<file path="config.mk">
export PLATFORM = sky130hd
export DESIGN_NAME = snoop_atomic_guard
export DESIGN_NICKNAME = d
export VERILOG_FILES = /design/src/hw/snoop_guard_pkg.sv /design/src/hw/snoop_atomic_guard.sv /design/src/hw/snoop_latch.sv
export SDC_FILE = /design/constraint.sdc
export NUM_CORES = 1
export LEC_CHECK = 0
export BUFFER_PORTS_ARGS = -buffer_cell sky130_fd_sc_hd__buf_4
export CAP_MARGIN = 20
export CORE_MARGIN = 1
export CORE_UTILIZATION = 53
export CTS_BUF_LIST = sky130_fd_sc_hd__clkbuf_2 sky130_fd_sc_hd__clkbuf_4 sky130_fd_sc_hd__clkbuf_8
export DETAILED_ROUTE_END_ITERATION = 7
export GPL_TIMING_DRIVEN = 0
export HOLD_SLACK_MARGIN = 0.02
export PLACE_DENSITY = 0.79
export SETUP_SLACK_MARGIN = 0.05
export SLEW_MARGIN = 20
export SYNTH_ARGS = -nofsm -noshare
export SYNTH_HDL_FRONTEND = slang
export SYNTH_SLANG_ARGS = --single-unit
</file>
<file path="constraint.sdc">
create_clock -name mclk_in -period 2.4 [get_ports mclk_in]
set_clock_uncertainty 0.15 [all_clocks]
set_input_delay 0.24 -clock mclk_in [delete_from_list [all_inputs] [get_ports mclk_in]]
set_output_delay 0.24 -clock mclk_in [all_outputs]
set_load 0.01 [all_outputs]
</file>
<file path="src/hw/snoop_guard_pkg.sv">
// snoop_guard_pkg: constants and types for the snoop and atomic-sequence guard
// assumes one 10 MHz clock; all other blocks import nothing, use pkg::name
package snoop_guard_pkg;

  // ---------------------------------------------------------------
  // widths and timing
  // ---------------------------------------------------------------
  localparam int unsigned ADDR_W          = 32;
  localparam int unsigned LINE_OFS_W      = 5;
  localparam int unsigned CLK_PERIOD_NS   = 100;
  localparam int unsigned HOLD_LOOKUP_CLK = 2;    // clocks from window end to lookup
  localparam int unsigned RESP_DELAY_CLK  = 1;    // clocks from lookup to tag answer
  localparam logic [1:0]  HOLD_CNT_INIT   = 2'h2;

  // ---------------------------------------------------------------
  // line states reported by the tag array
  // ---------------------------------------------------------------
  localparam logic [1:0] LINE_I = 2'h0;
  localparam logic [1:0] LINE_S = 2'h1;
  localparam logic [1:0] LINE_E = 2'h2;
  localparam logic [1:0] LINE_M = 2'h3;

  // ---------------------------------------------------------------
  // phase of the current memory bus cycle
  // ---------------------------------------------------------------
  typedef enum logic [1:0] {
    PH_IDLE,
    PH_STARTED,
    PH_GUARANTEED,
    PH_SNOOPWIN
  } mem_phase_e;

  // snoop engine states
  typedef enum logic [2:0] {
    SN_IDLE,
    SN_HOLD,
    SN_WAIT,
    SN_LOOKUP,
    SN_RESP,
    SN_BUSY
  } snoop_state_e;

  // atomic sequence states
  typedef enum logic [2:0] {
    AT_IDLE,
    AT_MISS_CYC,
    AT_WB,
    AT_HELD,
    AT_INTERNAL
  } atomic_state_e;

endpackage

</file>
<file path="src/hw/snoop_atomic_guard.sv">
// snoop_atomic_guard: snoop initiation/response and atomic-sequence guard
// assumes a tag array answers lookup_state_in in the cycle after tag_lookup_out
`timescale 1ns/1ps

module snoop_atomic_guard #(
  parameter int unsigned ADDR_W     = snoop_guard_pkg::ADDR_W,
  parameter int unsigned LINE_OFS_W = snoop_guard_pkg::LINE_OFS_W
) (
  input  wire logic              mclk_in,                     // main clock
  input  wire logic              arst_n_in,                   // async reset, active low
  input  wire logic              strobe_async_in,             // high: strobe is async, use synchronised copy
  input  wire logic              snoop_request_strobe_n_in,   // snoop strobe, low active
  input  wire logic [ADDR_W-1:0] snoop_addr_in,               // snoop address
  input  wire logic              snoop_invalidate_attr_in,    // snoop invalidate attribute
  input  wire logic              snoop_noncacheable_attr_in,  // snoop noncacheable attribute
  input  wire logic [1:0]        lookup_state_in,             // tag answer for lookup
  input  wire logic              backinv_active_in,           // back-invalidation running
  input  wire logic              snoop_wb_done_in,            // snoop write-back finished
  input  wire logic              cpu_read_req_in,             // processor read request
  input  wire logic              cpu_address_strobe_n_in,     // processor cycle start, low
  input  wire logic [ADDR_W-1:0] cpu_addr_in,                 // processor address
  input  wire logic              cpu_atomic_n_in,             // atomic sequence, low active
  input  wire logic              cpu_split_cycle_in,          // split atomic cycle
  input  wire logic              cpu_write_in,                // processor cycle is a write
  input  wire logic              cpu_hit_in,                  // processor lookup hit
  input  wire logic              cpu_hit_em_in,               // hit to E or M line
  input  wire logic              victim_modified_in,          // fill replaces a modified line
  input  wire logic              inquire_done_in,             // inquire to processor done
  input  wire logic              wb_done_in,                  // replacement write-back done
  input  wire logic              bus_guarantee_n_in,          // bus guarantee, low
  input  wire logic              snoop_window_end_n_in,       // snoop window end, low
  input  wire logic              cacheability_window_end_n_in,// cacheability window end, low
  input  wire logic              cycle_ready_n_in,            // cycle ready, low
  input  wire logic              membus_cacheable_n_in,       // cacheable response, low
  input  wire logic              writeback_or_writethrough_in,// high: exclusive or modified
  output logic                   snoop_lookup_active_n_out,   // snoop cycle, low
  output logic                   snoop_busy_n_out,            // snoop busy, low
  output logic                   snoop_modified_hit_n_out,    // modified hit, low
  output logic                   snoop_any_hit_n_out,         // any hit, low
  output logic                   tag_lookup_out,              // drive tag lookup of snoop
  output logic                   snoop_wb_pending_out,        // snoop write-back scheduled
  output logic                   cpu_read_stall_out,          // processor read waits
  output logic                   membus_address_strobe_n_out, // memory cycle start, low
  output logic                   membus_atomic_flag_n_out,    // atomic indicator, low
  output logic                   line_fill_out,               // atomic read becomes fill
  output logic                   inquire_address_strobe_n_out,// inquire to processor, low
  output logic                   replace_wb_start_out,        // start replacement write-back
  output logic                   atomic_internal_out,         // atomic write served inside
  output logic                   held_locked_address_valid_out // held address valid
);

  localparam int unsigned LW = 2 + ADDR_W;

  // ---------------------------------------------------------------
  // state
  // ---------------------------------------------------------------
  typedef struct packed {
    logic                          sync1;
    logic                          sync2;
    logic                          strobe_q;
    snoop_guard_pkg::snoop_state_e sn;
    snoop_guard_pkg::mem_phase_e   ph;
    snoop_guard_pkg::atomic_state_e at;
    logic [1:0]                    hold_cnt;
    logic                          pend;
    logic                          cur_idx;
    logic                          wr_idx;
    logic                          guarantee_seen;
    logic                          wb_atomic;
    logic                          lar_valid;
    logic [ADDR_W-1:0]             held_locked_address;
    logic                          cyc_n;
    logic                          busy_n;
    logic                          mhit_n;
    logic                          hit_n;
    logic                          lookup;
    logic                          wb_pend;
    logic                          stall;
    logic                          membus_address_strobe_n;
    logic                          membus_atomic_flag_n;
    logic                          fill;
    logic                          inquire_address_strobe_n;
    logic                          wb_start;
    logic                          internal;
  } state_s;

  state_s r;
  state_s nx;
  logic [LW-1:0] rd_data;
  logic          wr_en;

  function automatic logic same_line(input logic [ADDR_W-1:0] a, input logic [ADDR_W-1:0] b);
    same_line = a[ADDR_W-1:LINE_OFS_W] == b[ADDR_W-1:LINE_OFS_W];
  endfunction

  // ---------------------------------------------------------------
  // strobe capture
  // ---------------------------------------------------------------
  logic strobe_lvl;
  logic strobe_rise;
  logic accept;
  logic snoop_ready;
  logic lar_match;
  logic atomic_act;

  assign strobe_lvl  = strobe_async_in ? r.sync2 : !snoop_request_strobe_n_in;
  assign strobe_rise = strobe_lvl && !r.strobe_q;
  // one snoop in flight plus one latched once lookup active was given
  assign accept      = strobe_rise && !r.pend;
  assign wr_en       = accept;
  assign atomic_act  = !cpu_atomic_n_in;
  assign lar_match   = r.lar_valid && r.membus_atomic_flag_n && same_line(rd_data[ADDR_W-1:0], r.held_locked_address);

  snoop_latch #(
    .WIDTH(LW)
  ) u_latch (
    .mclk_in     (mclk_in),
    .arst_n_in   (arst_n_in),
    .wr_en_in    (wr_en),
    .wr_idx_in   (r.wr_idx),
    .wr_data_in  ({snoop_invalidate_attr_in, snoop_noncacheable_attr_in, snoop_addr_in}),
    .rd_idx_in   (r.cur_idx),
    .rd_data_out (rd_data)
  );

  // ---------------------------------------------------------------
  // next state
  // ---------------------------------------------------------------
  always_comb begin
    nx          = r;
    nx.sync1    = snoop_request_strobe_n_in == 1'b0;
    nx.sync2    = r.sync1;
    nx.strobe_q = strobe_lvl;
    nx.lookup   = 1'b0;
    nx.membus_address_strobe_n   = 1'b1;
    nx.inquire_address_strobe_n   = 1'b1;
    nx.wb_start = 1'b0;
    nx.internal = 1'b0;
    nx.fill     = 1'b0;
    nx.cyc_n    = 1'b1;
    snoop_ready = 1'b0;

    if (accept) begin
      nx.pend   = 1'b1;
      nx.wr_idx = !r.wr_idx;
    end

    // memory cycle phase tracking
    case (r.ph)
      snoop_guard_pkg::PH_IDLE: begin
        if (!r.membus_address_strobe_n) begin
          nx.ph = snoop_guard_pkg::PH_STARTED;
        end
      end
      snoop_guard_pkg::PH_STARTED: begin
        // guarantee ignored while lookup active, answer pending or modified-hit busy
        if (!bus_guarantee_n_in && r.cyc_n && r.sn != snoop_guard_pkg::SN_RESP
            && !(!r.busy_n && !r.mhit_n)) begin
          nx.ph = snoop_guard_pkg::PH_GUARANTEED;
        end
      end
      snoop_guard_pkg::PH_GUARANTEED: begin
        if (!snoop_window_end_n_in) begin
          nx.ph       = snoop_guard_pkg::PH_SNOOPWIN;
          nx.hold_cnt = snoop_guard_pkg::HOLD_CNT_INIT;
        end
      end
      snoop_guard_pkg::PH_SNOOPWIN: begin
        if (!cycle_ready_n_in) begin
          nx.ph = snoop_guard_pkg::PH_IDLE;
        end
      end
      default: nx.ph = snoop_guard_pkg::PH_IDLE;
    endcase
    // count runs on even when the cycle completes right after window end
    if (r.ph != snoop_guard_pkg::PH_GUARANTEED && r.hold_cnt != 2'h0) begin
      nx.hold_cnt = r.hold_cnt - 2'h1;
    end

    // write-back waits for the cycle to finish; a new modified hit below wins
    if (r.wb_pend && r.ph == snoop_guard_pkg::PH_IDLE && snoop_wb_done_in) begin
      nx.wb_pend = 1'b0;
    end

    // snoop engine
    case (r.sn)
      snoop_guard_pkg::SN_IDLE: begin
        if (r.pend) begin
          nx.sn = snoop_guard_pkg::SN_WAIT;
        end
      end
      snoop_guard_pkg::SN_WAIT: begin
        // latched data now readable; guarantee phase holds it back
        if (r.ph == snoop_guard_pkg::PH_GUARANTEED) begin
          nx.sn = snoop_guard_pkg::SN_HOLD;
        end else if (lar_match && atomic_act) begin
          nx.busy_n = 1'b0;
        end else if (r.busy_n || !r.wb_pend) begin
          snoop_ready = 1'b1;
        end
      end
      snoop_guard_pkg::SN_HOLD: begin
        if (r.ph != snoop_guard_pkg::PH_GUARANTEED && r.hold_cnt == 2'h1) begin
          snoop_ready = 1'b1;
        end
      end
      snoop_guard_pkg::SN_LOOKUP: begin
        // tag array answers in the following cycle
        nx.sn = snoop_guard_pkg::SN_RESP;
      end
      snoop_guard_pkg::SN_RESP: begin
        // responses valid two clocks after lookup active
        nx.mhit_n = !(lookup_state_in == snoop_guard_pkg::LINE_M);
        nx.hit_n  = lookup_state_in == snoop_guard_pkg::LINE_I;
        if (lookup_state_in == snoop_guard_pkg::LINE_M || backinv_active_in) begin
          nx.busy_n = 1'b0;
        end
        if (lookup_state_in == snoop_guard_pkg::LINE_M) begin
          nx.wb_pend = 1'b1;
        end
        nx.sn = snoop_guard_pkg::SN_BUSY;
      end
      snoop_guard_pkg::SN_BUSY: begin
        if (!r.wb_pend && !backinv_active_in) begin
          nx.busy_n = 1'b1;
          nx.mhit_n = 1'b1;
          nx.hit_n  = 1'b1;
          nx.sn     = snoop_guard_pkg::SN_IDLE;
        end
      end
      default: nx.sn = snoop_guard_pkg::SN_IDLE;
    endcase

    if (snoop_ready) begin
      nx.cyc_n   = 1'b0;
      nx.lookup  = 1'b1;
      nx.pend    = accept;
      nx.cur_idx = !r.cur_idx;
      nx.busy_n  = 1'b1;
      nx.sn      = snoop_guard_pkg::SN_LOOKUP;
    end
    if (r.busy_n == 1'b0 && r.sn == snoop_guard_pkg::SN_WAIT && !atomic_act) begin
      nx.busy_n = 1'b1;
    end

    // snoop beats processor read
    nx.stall = cpu_read_req_in && (r.pend || snoop_ready);

    // atomic sequence
    case (r.at)
      snoop_guard_pkg::AT_IDLE: begin
        if (!cpu_address_strobe_n_in && atomic_act && !nx.stall) begin
          if (!cpu_write_in && !cpu_split_cycle_in) begin
            nx.held_locked_address       = cpu_addr_in;
            nx.lar_valid = 1'b1;
          end
          if (cpu_write_in && cpu_hit_em_in) begin
            nx.internal = 1'b1;
          end else if (!cpu_hit_in || cpu_split_cycle_in) begin
            nx.membus_address_strobe_n  = 1'b0;
            nx.membus_atomic_flag_n = 1'b0;
            nx.at      = snoop_guard_pkg::AT_MISS_CYC;
          end
        end
      end
      snoop_guard_pkg::AT_MISS_CYC: begin
        if (!cacheability_window_end_n_in) begin
          if (!membus_cacheable_n_in && !cpu_split_cycle_in) begin
            nx.fill      = 1'b1;
            nx.wb_atomic = 1'b1;
            if (victim_modified_in) begin
              nx.inquire_address_strobe_n   = 1'b0;
              nx.wb_start = 1'b1;
              nx.at       = snoop_guard_pkg::AT_WB;
            end
          end else begin
            nx.at = snoop_guard_pkg::AT_HELD;
          end
        end
      end
      snoop_guard_pkg::AT_WB: begin
        if (wb_done_in && inquire_done_in) begin
          nx.at = snoop_guard_pkg::AT_HELD;
        end
      end
      snoop_guard_pkg::AT_HELD: begin
        if (!cpu_address_strobe_n_in && cpu_write_in && cpu_hit_em_in) begin
          nx.internal = 1'b1;
        end
      end
      default: nx.at = snoop_guard_pkg::AT_IDLE;
    endcase
    if (r.at != snoop_guard_pkg::AT_IDLE && !snoop_window_end_n_in
        && writeback_or_writethrough_in) begin
      nx.membus_atomic_flag_n   = 1'b1;
      nx.wb_atomic = 1'b0;
    end
    if (r.wb_start && !r.wb_atomic) begin
      nx.membus_atomic_flag_n = 1'b1;
    end
    if (!atomic_act && r.at != snoop_guard_pkg::AT_IDLE) begin
      nx.lar_valid = 1'b0;
      nx.membus_atomic_flag_n   = 1'b1;
      nx.at        = snoop_guard_pkg::AT_IDLE;
    end
    if (!atomic_act && r.lar_valid) begin
      nx.lar_valid = 1'b0;
    end
  end

  // ---------------------------------------------------------------
  // registers and outputs
  // ---------------------------------------------------------------
  always_ff @(posedge mclk_in or negedge arst_n_in) begin
    if (!arst_n_in) begin
      r          <= '0;
      r.sn       <= snoop_guard_pkg::SN_IDLE;
      r.ph       <= snoop_guard_pkg::PH_IDLE;
      r.at       <= snoop_guard_pkg::AT_IDLE;
      r.cyc_n    <= 1'b1;
      r.busy_n   <= 1'b1;
      r.mhit_n   <= 1'b1;
      r.hit_n    <= 1'b1;
      r.membus_address_strobe_n   <= 1'b1;
      r.membus_atomic_flag_n  <= 1'b1;
      r.inquire_address_strobe_n   <= 1'b1;
    end else begin
      r <= nx;
    end
  end

  assign snoop_lookup_active_n_out     = r.cyc_n;
  assign snoop_busy_n_out              = r.busy_n;
  assign snoop_modified_hit_n_out      = r.mhit_n;
  assign snoop_any_hit_n_out           = r.hit_n;
  assign tag_lookup_out                = r.lookup;
  assign snoop_wb_pending_out          = r.wb_pend;
  assign cpu_read_stall_out            = r.stall;
  assign membus_address_strobe_n_out   = r.membus_address_strobe_n;
  assign membus_atomic_flag_n_out      = r.membus_atomic_flag_n;
  assign line_fill_out                 = r.fill;
  assign inquire_address_strobe_n_out  = r.inquire_address_strobe_n;
  assign replace_wb_start_out          = r.wb_start;
  assign atomic_internal_out           = r.internal;
  assign held_locked_address_valid_out = r.lar_valid;

endmodule

</file>
<file path="src/hw/snoop_latch.sv">
// snoop_latch: two-entry snoop address and attribute store
// assumes writes and reads are in the main clock domain
`timescale 1ns/1ps

module snoop_latch #(
  parameter int unsigned WIDTH = 34
) (
  input  wire logic             mclk_in,    // main clock
  input  wire logic             arst_n_in,  // async reset, active low
  input  wire logic             wr_en_in,   // store a new entry
  input  wire logic             wr_idx_in,  // entry to store
  input  wire logic [WIDTH-1:0] wr_data_in, // address and attributes
  input  wire logic             rd_idx_in,  // entry to read
  output logic      [WIDTH-1:0] rd_data_out // registered read data
);

  logic [WIDTH-1:0] mem [2];

  always_ff @(posedge mclk_in or negedge arst_n_in) begin
    if (!arst_n_in) begin
      mem[0]      <= '0;
      mem[1]      <= '0;
      rd_data_out <= '0;
    end else begin
      if (wr_en_in) begin
        mem[wr_idx_in] <= wr_data_in;
      end
      rd_data_out <= (wr_en_in && wr_idx_in == rd_idx_in) ? wr_data_in : mem[rd_idx_in];
    end
  end

endmodule

</file>
==> results of run 1 <==
==> through the flow <==
step	std cells	util, %	cell area, um2
floorplan	492	-	6300
global route	844	74.1	8530
finish	844	74.1	8530
detailed placement	727	62.5	7190
CTS	840	73.7	8480
global placement	726	62.2	7160
==> path summary, 6_finish.rpt <==
check / startpoint / endpoint / depth (start not counted)
min in group asynchronous: arst_n_in / r[33] / 2
max in group asynchronous: arst_n_in / u_latch.mem[39] / 3
max reg2reg: r[56] / r[41] / 11
min reg2reg: nx[62] / r[62] / 0
min: cpu_atomic_n_in / held_locked_address_valid_out / 3
max: r[56] / r[41] / 11
==> power by group through the flow <==
stage	combinational, uW	sequential (uW)	clock [uW]
6_report	3920	4190	1910
5_1_grt	4310	4310	2050
4_1_cts	3840	4170	1930
3_5_place_dp	3510	4170	0
3_3_place_gp	3370	4110	0
2_1_floorplan	2620	4020	0
==> cells in the final DEF, fill, tap and decap left out, drive strengths merged, types with 6 or more instances in the layout <==
| cell | count |
|---|---|
| a21oi | 35 |
| buf | 117 |
| clkbuf | 24 |
| clkinv | 6 |
| dfrtp | 131 |
| dfstp | 7 |
| dlygate4sd3 | 71 |
| ha | 12 |
| inv | 21 |
| mux2 | 83 |
| mux2i | 29 |
| nand2 | 14 |
| nand4 | 8 |
| nor2 | 41 |
| o21ai | 11 |
| xnor2 | 28 |
==> cells by family (layout without fill, tap and decap cells) <==
logic type | Yosys count | after routing
AO/OA/AOI/OAI | 73 | 73
XOR/XNOR | 30 | 30
adder cells (fa/ha/maj) | 12 | 12
buffers and inverters | 35 | 244
flip-flops | 138 | 138
multiplexers | 112 | 112
AND/OR/NAND/NOR | 92 | 92
==> Yosys cell counts, types with 7 or more instances <==
library cell	number
dfrtp_1	131
mux2_2	64
nor2_1	41
a21oi_1	34
mux2i_1	29
xnor2_1	28
inv_1	19
mux2_4	19
nand2_1	14
ha_1	12
o21ai_0	9
nand4_1	8
dfstp_2	7
==> repair_timing <==
| action | in CTS | in global routing |
|---|---|---|
| setup buffers | 10 | 4 |
| resized for setup | 16 | 5 |
| pin swaps | 7 | 3 |
| endpoints found under the setup margin | 49 | 38 |
| hold endpoints to repair | 259 | 0 |
| hold buffers | 71 | 0 |
==> worst max-delay path, cell delays in order (launching register included) <==
cell	delay, ns
dfrtp_1	0.38
inv_2	0.05
ha_2	0.18
buf_6	0.13
nor4b_4	0.30
a21oi_2	0.12
nand2_1	0.12
a21boi_1	0.09
o21a_1	0.20
buf_6	0.14
buf_12	0.15
mux2_4	0.30
==> routing by layer <==
layer / vias to the layer above / GRT usage [%] / part of all wire (%)
li1: 2112 / - / -
met1: 2249 / 32.2 / 43
met2: 129 / 43.9 / 50
met3: 31 / 4.92 / 3.9
met4: 0 / 11.4 / 2.5
met5: - / 0 / 0
==> area by class of cell <==
| type | instances | area, um2 | share of cell area (%) |
|---|---|---|---|
| well taps | 143 | 179 | 2.10 |
| inverters | 19 | 71.3 | 0.836 |
| multi-input cells | 319 | 2750 | 32.3 |
| repair buffers | 177 | 1550 | 18.1 |
| clock buffers | 19 | 255 | 2.99 |
| flip-flops and latches | 138 | 3460 | 40.6 |
| plain buffers | 16 | 115 | 1.35 |
| clock inverters | 13 | 145 | 1.70 |
==> flow_summary.json, run 1 <==
{
  "grt_overflow_total": 0,
  "critPathMaxFanout": 10,
  "top_register": "u_latch.mem",
  "power_frac_seq_pct": 41.8,
  "layout_min_cycle_time_ns": 2.41,
  "powerDensity_mw_per_mm2": 1180,
  "cts_buffers": 17,
  "synth_cell_types": 53,
  "fp.dieW_um": 111,
  "synth_edf_count": 0,
  "sw_frac_of_total_pct": 33.9,
  "yosys.area.top_type": "dfrtp_1",
  "first_pass_iters": 7,
  "n_fill_cell": 709,
  "io_buffers": 91,
  "grt_max_degree": 94,
  "synth.mux.area_fraction_pct": 20.6,
  "worst_slack_ns": -0.00575,
  "grt_pass1_wl_um": 24200,
  "yosys.area_share.simple_pct": 7.85,
  "path_class": "reg2reg",
  "antenna_found_initial": 0,
  "dp_hpwl_um": 9390,
  "synthesis.area_mm2": 0.00629,
  "floorplan.initialDensity_pct": 54.6,
  "setup_viol_count_final": 3,
  "largest_register_ffs": 54,
  "yosys-top-cells-area": "dfrtp_1, mux2_2, mux2i_1",
  "max_freq_mhz": 416,
  "hold_class": "in2reg",
  "drt_wl_total_um": 14700,
  "finalSetupTns_ns": -0.0135,
  "drive_gt1_share_pct": 36.9,
  "dp_slack_ns": -0.143,
  "synth_top_area_share_pct": 52.1,
  "synth_nets": 594,
  "p_switching_uw": 3400,
  "synth_top_family_by_area": "multiplexers",
  "cp-start-kind": "flop",
  "vias_per_cell": 5.36,
  "finalCritPeriodShare_pct": 100,
  "reg_top3": "u_latch.mem (54), r (42), u_latch.rd_data_out (27)",
  "final_antenna_net_count": 0,
  "cts_tree": "built",
  "cts-root-buf": "clkbuf_8",
  "tightest_slew_ns": 0.839,
  "clock_latency_ns": 0.44,
  "core_area_mm2": 0.0115,
  "wl_per_cell_um": 17.4,
  "grt_pass1_vias": 4926,
  "p_leak_uw": 0.00393,
  "die_h_um": 111,
  "syn_avg_cell_area_um2": 12.8,
  "fp-row-count": 39,
  "max-vdd-ir-drop_mv": 0.505,
  "grt_use_total_pct": 25.8,
  "fin_nets": 790,
  "synthCells": 492,
  "synthToLayoutAreaGrowth_pct": 35.5,
  "ys_async_sr_fraction_pct": 100,
  "diodes": 0,
  "cts_num_sinks": 138,
  "critPathRequiredTime_ns": 2.58,
  "place.gp.congestion": 0.896,
  "hold_violations": 0,
  "synth_compound_area_share_pct": 7.08,
  "rrSetupSlack_ns": -0.006,
  "clk_path_buf_depth": 2,
  "dieArea_mm2": 0.0123,
  "synth_fa_ha_area_share_pct": 2.39,
  "vias": 4521,
  "synth_seq_cells": 138,
  "cts_max_level": 4,
  "combPwrFrac_pct": 39.1,
  "violations": "design-rule violations, negative setup slack",
  "p_int_uw": 6620,
  "rsz0062_at_grt": "yes",
  "clockPowerShare_pct": 19.1,
  "finalPower_uw": 10000,
  "drc": 15,
  "synth_xor_area_share_pct": 4.18,
  "io_pins": 104,
  "status": "finished with violations",
  "worstPathArrival_ns": 2.58,
  "drv_cap": 0,
  "ys.flop_type": "dfrtp_1",
  "maxSlewViolCount": 0,
  "ys_warn_count": 0,
  "whs_ns": 0.0626,
  "end_kind": "flop",
  "clk_pin_slew_ns": 0.08,
  "maxSlewHeadroom_pct": 44.1,
  "drt_first_iter_violations": 391,
  "seq_area_frac_synth_pct": 55.0
}
No activity file was read; power rests on OpenSTA's default activity.
==> run 2, diff against run 1 <==
--- a/config.mk
+++ b/config.mk
@@ -11,6 +11,7 @@
 export CORE_UTILIZATION = 53
 export CTS_BUF_LIST = sky130_fd_sc_hd__clkbuf_2 sky130_fd_sc_hd__clkbuf_4 sky130_fd_sc_hd__clkbuf_8
 export DETAILED_ROUTE_END_ITERATION = 7
+export GPL_ROUTABILITY_DRIVEN = 0
 export GPL_TIMING_DRIVEN = 0
 export HOLD_SLACK_MARGIN = 0.02
 export PLACE_DENSITY = 0.79
==> constraint.sdc (replaced) <==
create_clock -name mclk_in -period 2.06 [get_ports mclk_in]
set_clock_uncertainty 0.15 [all_clocks]
set_input_delay 0.206 -clock mclk_in [delete_from_list [all_inputs] [get_ports mclk_in]]
set_output_delay 0.206 -clock mclk_in [all_outputs]
set_load 0.01 [all_outputs]
==> flow_summary.json, run 2 (synthesis results as in run 1) <==
{
  "rsz0062_at_grt": "yes",
  "crit_start": "r[19]",
  "clk_pin_slew_ns": 0.08,
  "status": "finished with violations",
  "floorplan.initialDensity_pct": 54.6,
  "fp-row-count": 39,
  "hold_class": "in2async",
  "r2r-end": "r[38]",
  "mostFrequentLayoutCells": "dfrtp_1, buf_4, dlygate4sd3_1",
  "crit_chain": "xnor2_1 > nand4_1 > nor3_1 > and4_1 > o21a_1 > buf_6 > buf_12 > mux2_4",
  "drv_cap": 0,
  "cts_buffers": 17,
  "drc": 14,
  "max_freq_mhz": 401,
  "hold_violations": 0,
  "critPathRequiredTime_ns": 2.24,
  "p_switching_uw": 4070,
  "io_pins": 104,
  "reg_top3": "u_latch.mem (54), r (42), u_latch.rd_data_out (27)",
  "cp-start-kind": "flop",
  "power_frac_seq_pct": 41.0,
  "grt_pass1_vias": 4997,
  "die_h_um": 111,
  "fin_nets": 798,
  "layout_min_cycle_time_ns": 2.49,
  "reg2reg_depth": 8,
  "grt_pass1_wl_um": 25300,
  "p_int_uw": 7990,
  "final_common_cell": "dfrtp_1",
  "fp.dieW_um": 111,
  "grt_use_total_pct": 27.1,
  "cts_max_level": 4,
  "critPathMaxFanout": 10,
  "vias": 4712,
  "cts_tree": "built",
  "cpPeakStageDelay_ns": 0.40,
  "drt_wl_total_um": 16200,
  "clk_path_buf_depth": 2,
  "slowest_stage": "dfrtp_1",
  "place_area_mm2": 0.00721,
  "path_class": "reg2reg",
  "sw_frac_of_total_pct": 33.8,
  "place_inst": 727,
  "maxSlewViolCount": 0,
  "final_antenna_net_count": 0,
  "drive_gt1_share_pct": 39.3,
  "fin_area_mm2": 0.00869,
  "cts_num_sinks": 138,
  "synthToLayoutAreaGrowth_pct": 38.1,
  "largest_register_ffs": 54,
  "clock_latency_ns": 0.44,
  "end_kind": "flop",
  "n_fill_cell": 693,
  "clockPowerShare_pct": 18.6,
  "maxSlewHeadroom_pct": 65.6,
  "grt_max_degree": 94,
  "r2r_start": "r[19]",
  "p_leak_uw": 0.00401,
  "setup_viol_count_final": 38,
  "tightest_slew_ns": 0.509,
  "grt_overflow_total": 0,
  "violations": "design-rule violations, negative setup slack",
  "stdcell_count": 850,
  "first_pass_iters": 6,
  "dieArea_mm2": 0.0123,
  "top_register": "u_latch.mem",
  "drt_first_iter_violations": 295,
  "dp_hpwl_um": 9720,
  "vias_per_cell": 5.54,
  "diodes": 0,
  "finalCritPeriodShare_pct": 121,
  "powerDensity_mw_per_mm2": 1390,
  "rrSetupSlack_ns": -0.43,
  "max-vdd-ir-drop_mv": 0.723,
  "cts-root-buf": "clkbuf_8",
  "worstPathArrival_ns": 2.67,
  "antenna_found_initial": 0,
  "worst_slack_ns": -0.432,
  "core_area_mm2": 0.0115,
  "combPwrFrac_pct": 40.4,
  "wl_per_cell_um": 19.0,
  "io_buffers": 91
}
## run 2: what timing repair did
| item | CTS | global route |
|---|---|---|
| buffers inserted | 13 | 7 |
| hold endpoints to repair | 257 | 0 |
| gates cloned | 0 | 0 |
| endpoints found under the setup margin | 114 | 86 |
| hold buffers | 75 | 0 |
| pin swaps | 10 | 11 |
| resized for setup | 26 | 23 |
## run 2: critical path: cells and delay by family (launching register included)
kind | cells | cell delay [ns]
buf+inv | 2 | 0.30
simple gates | 3 | 0.77
xor+xnor | 1 | 0.29
compound gates | 1 | 0.15
flops | 1 | 0.40
mux | 1 | 0.31
## run 2: cell type report
cell class	instances	area [um2]	share of cell area, %
flip-flops and latches	138	3460	39.8
multi-input cells	319	2820	32.5
repair buffers	185	1630	18.8
clock buffers	21	277	3.18
well taps	143	179	2.06
plain buffers	16	128	1.47
clock inverters	9	123	1.41
inverters	19	71.3	0.820
## run 2: routing by layer
metal  GRT usage, %  share of wire (%)
met1           33.1                 41
met2           46.5                 51
met3           5.90                4.5
met4           11.8                3.3
met5              0                  0
## run 2: power groups by stage
stage               clock network [uW]  logic [uW]  registers, uW
finish                            2240        4880           4950
floorplan                            0        3060           4690
detailed placement                   0        4100           4890
global route                      2380        5270           5080
global placement                     0        3910           4800
CTS                               2270        4530           4850
## run 2: how the worst max path moves through the flow
stage / end / slack (ns)
global route: r[35] / -0.47
detailed placement: r[41] / -0.47
CTS: r[40] / -0.36
floorplan: r[25] / -0.22
global placement: r[36] / -0.44
finish: r[38] / -0.43
## run 2: metrics by stage
stage                     setup TNS, ns  setup WS, ns  power (uW)  utilization, %  hold slack [ns]
after floorplan                   -4.61        -0.215        7750               -           -0.240
after global placement           -21.21        -0.437        8710            62.3            0.185
after detailed placement         -24.14        -0.466        8990            62.6          -0.0246
after CTS                         -9.82        -0.358       11700            74.3           0.0390
after global routing             -13.93        -0.473       12700            75.5            0.102
final                            -12.01        -0.432       12100            75.5           0.0922
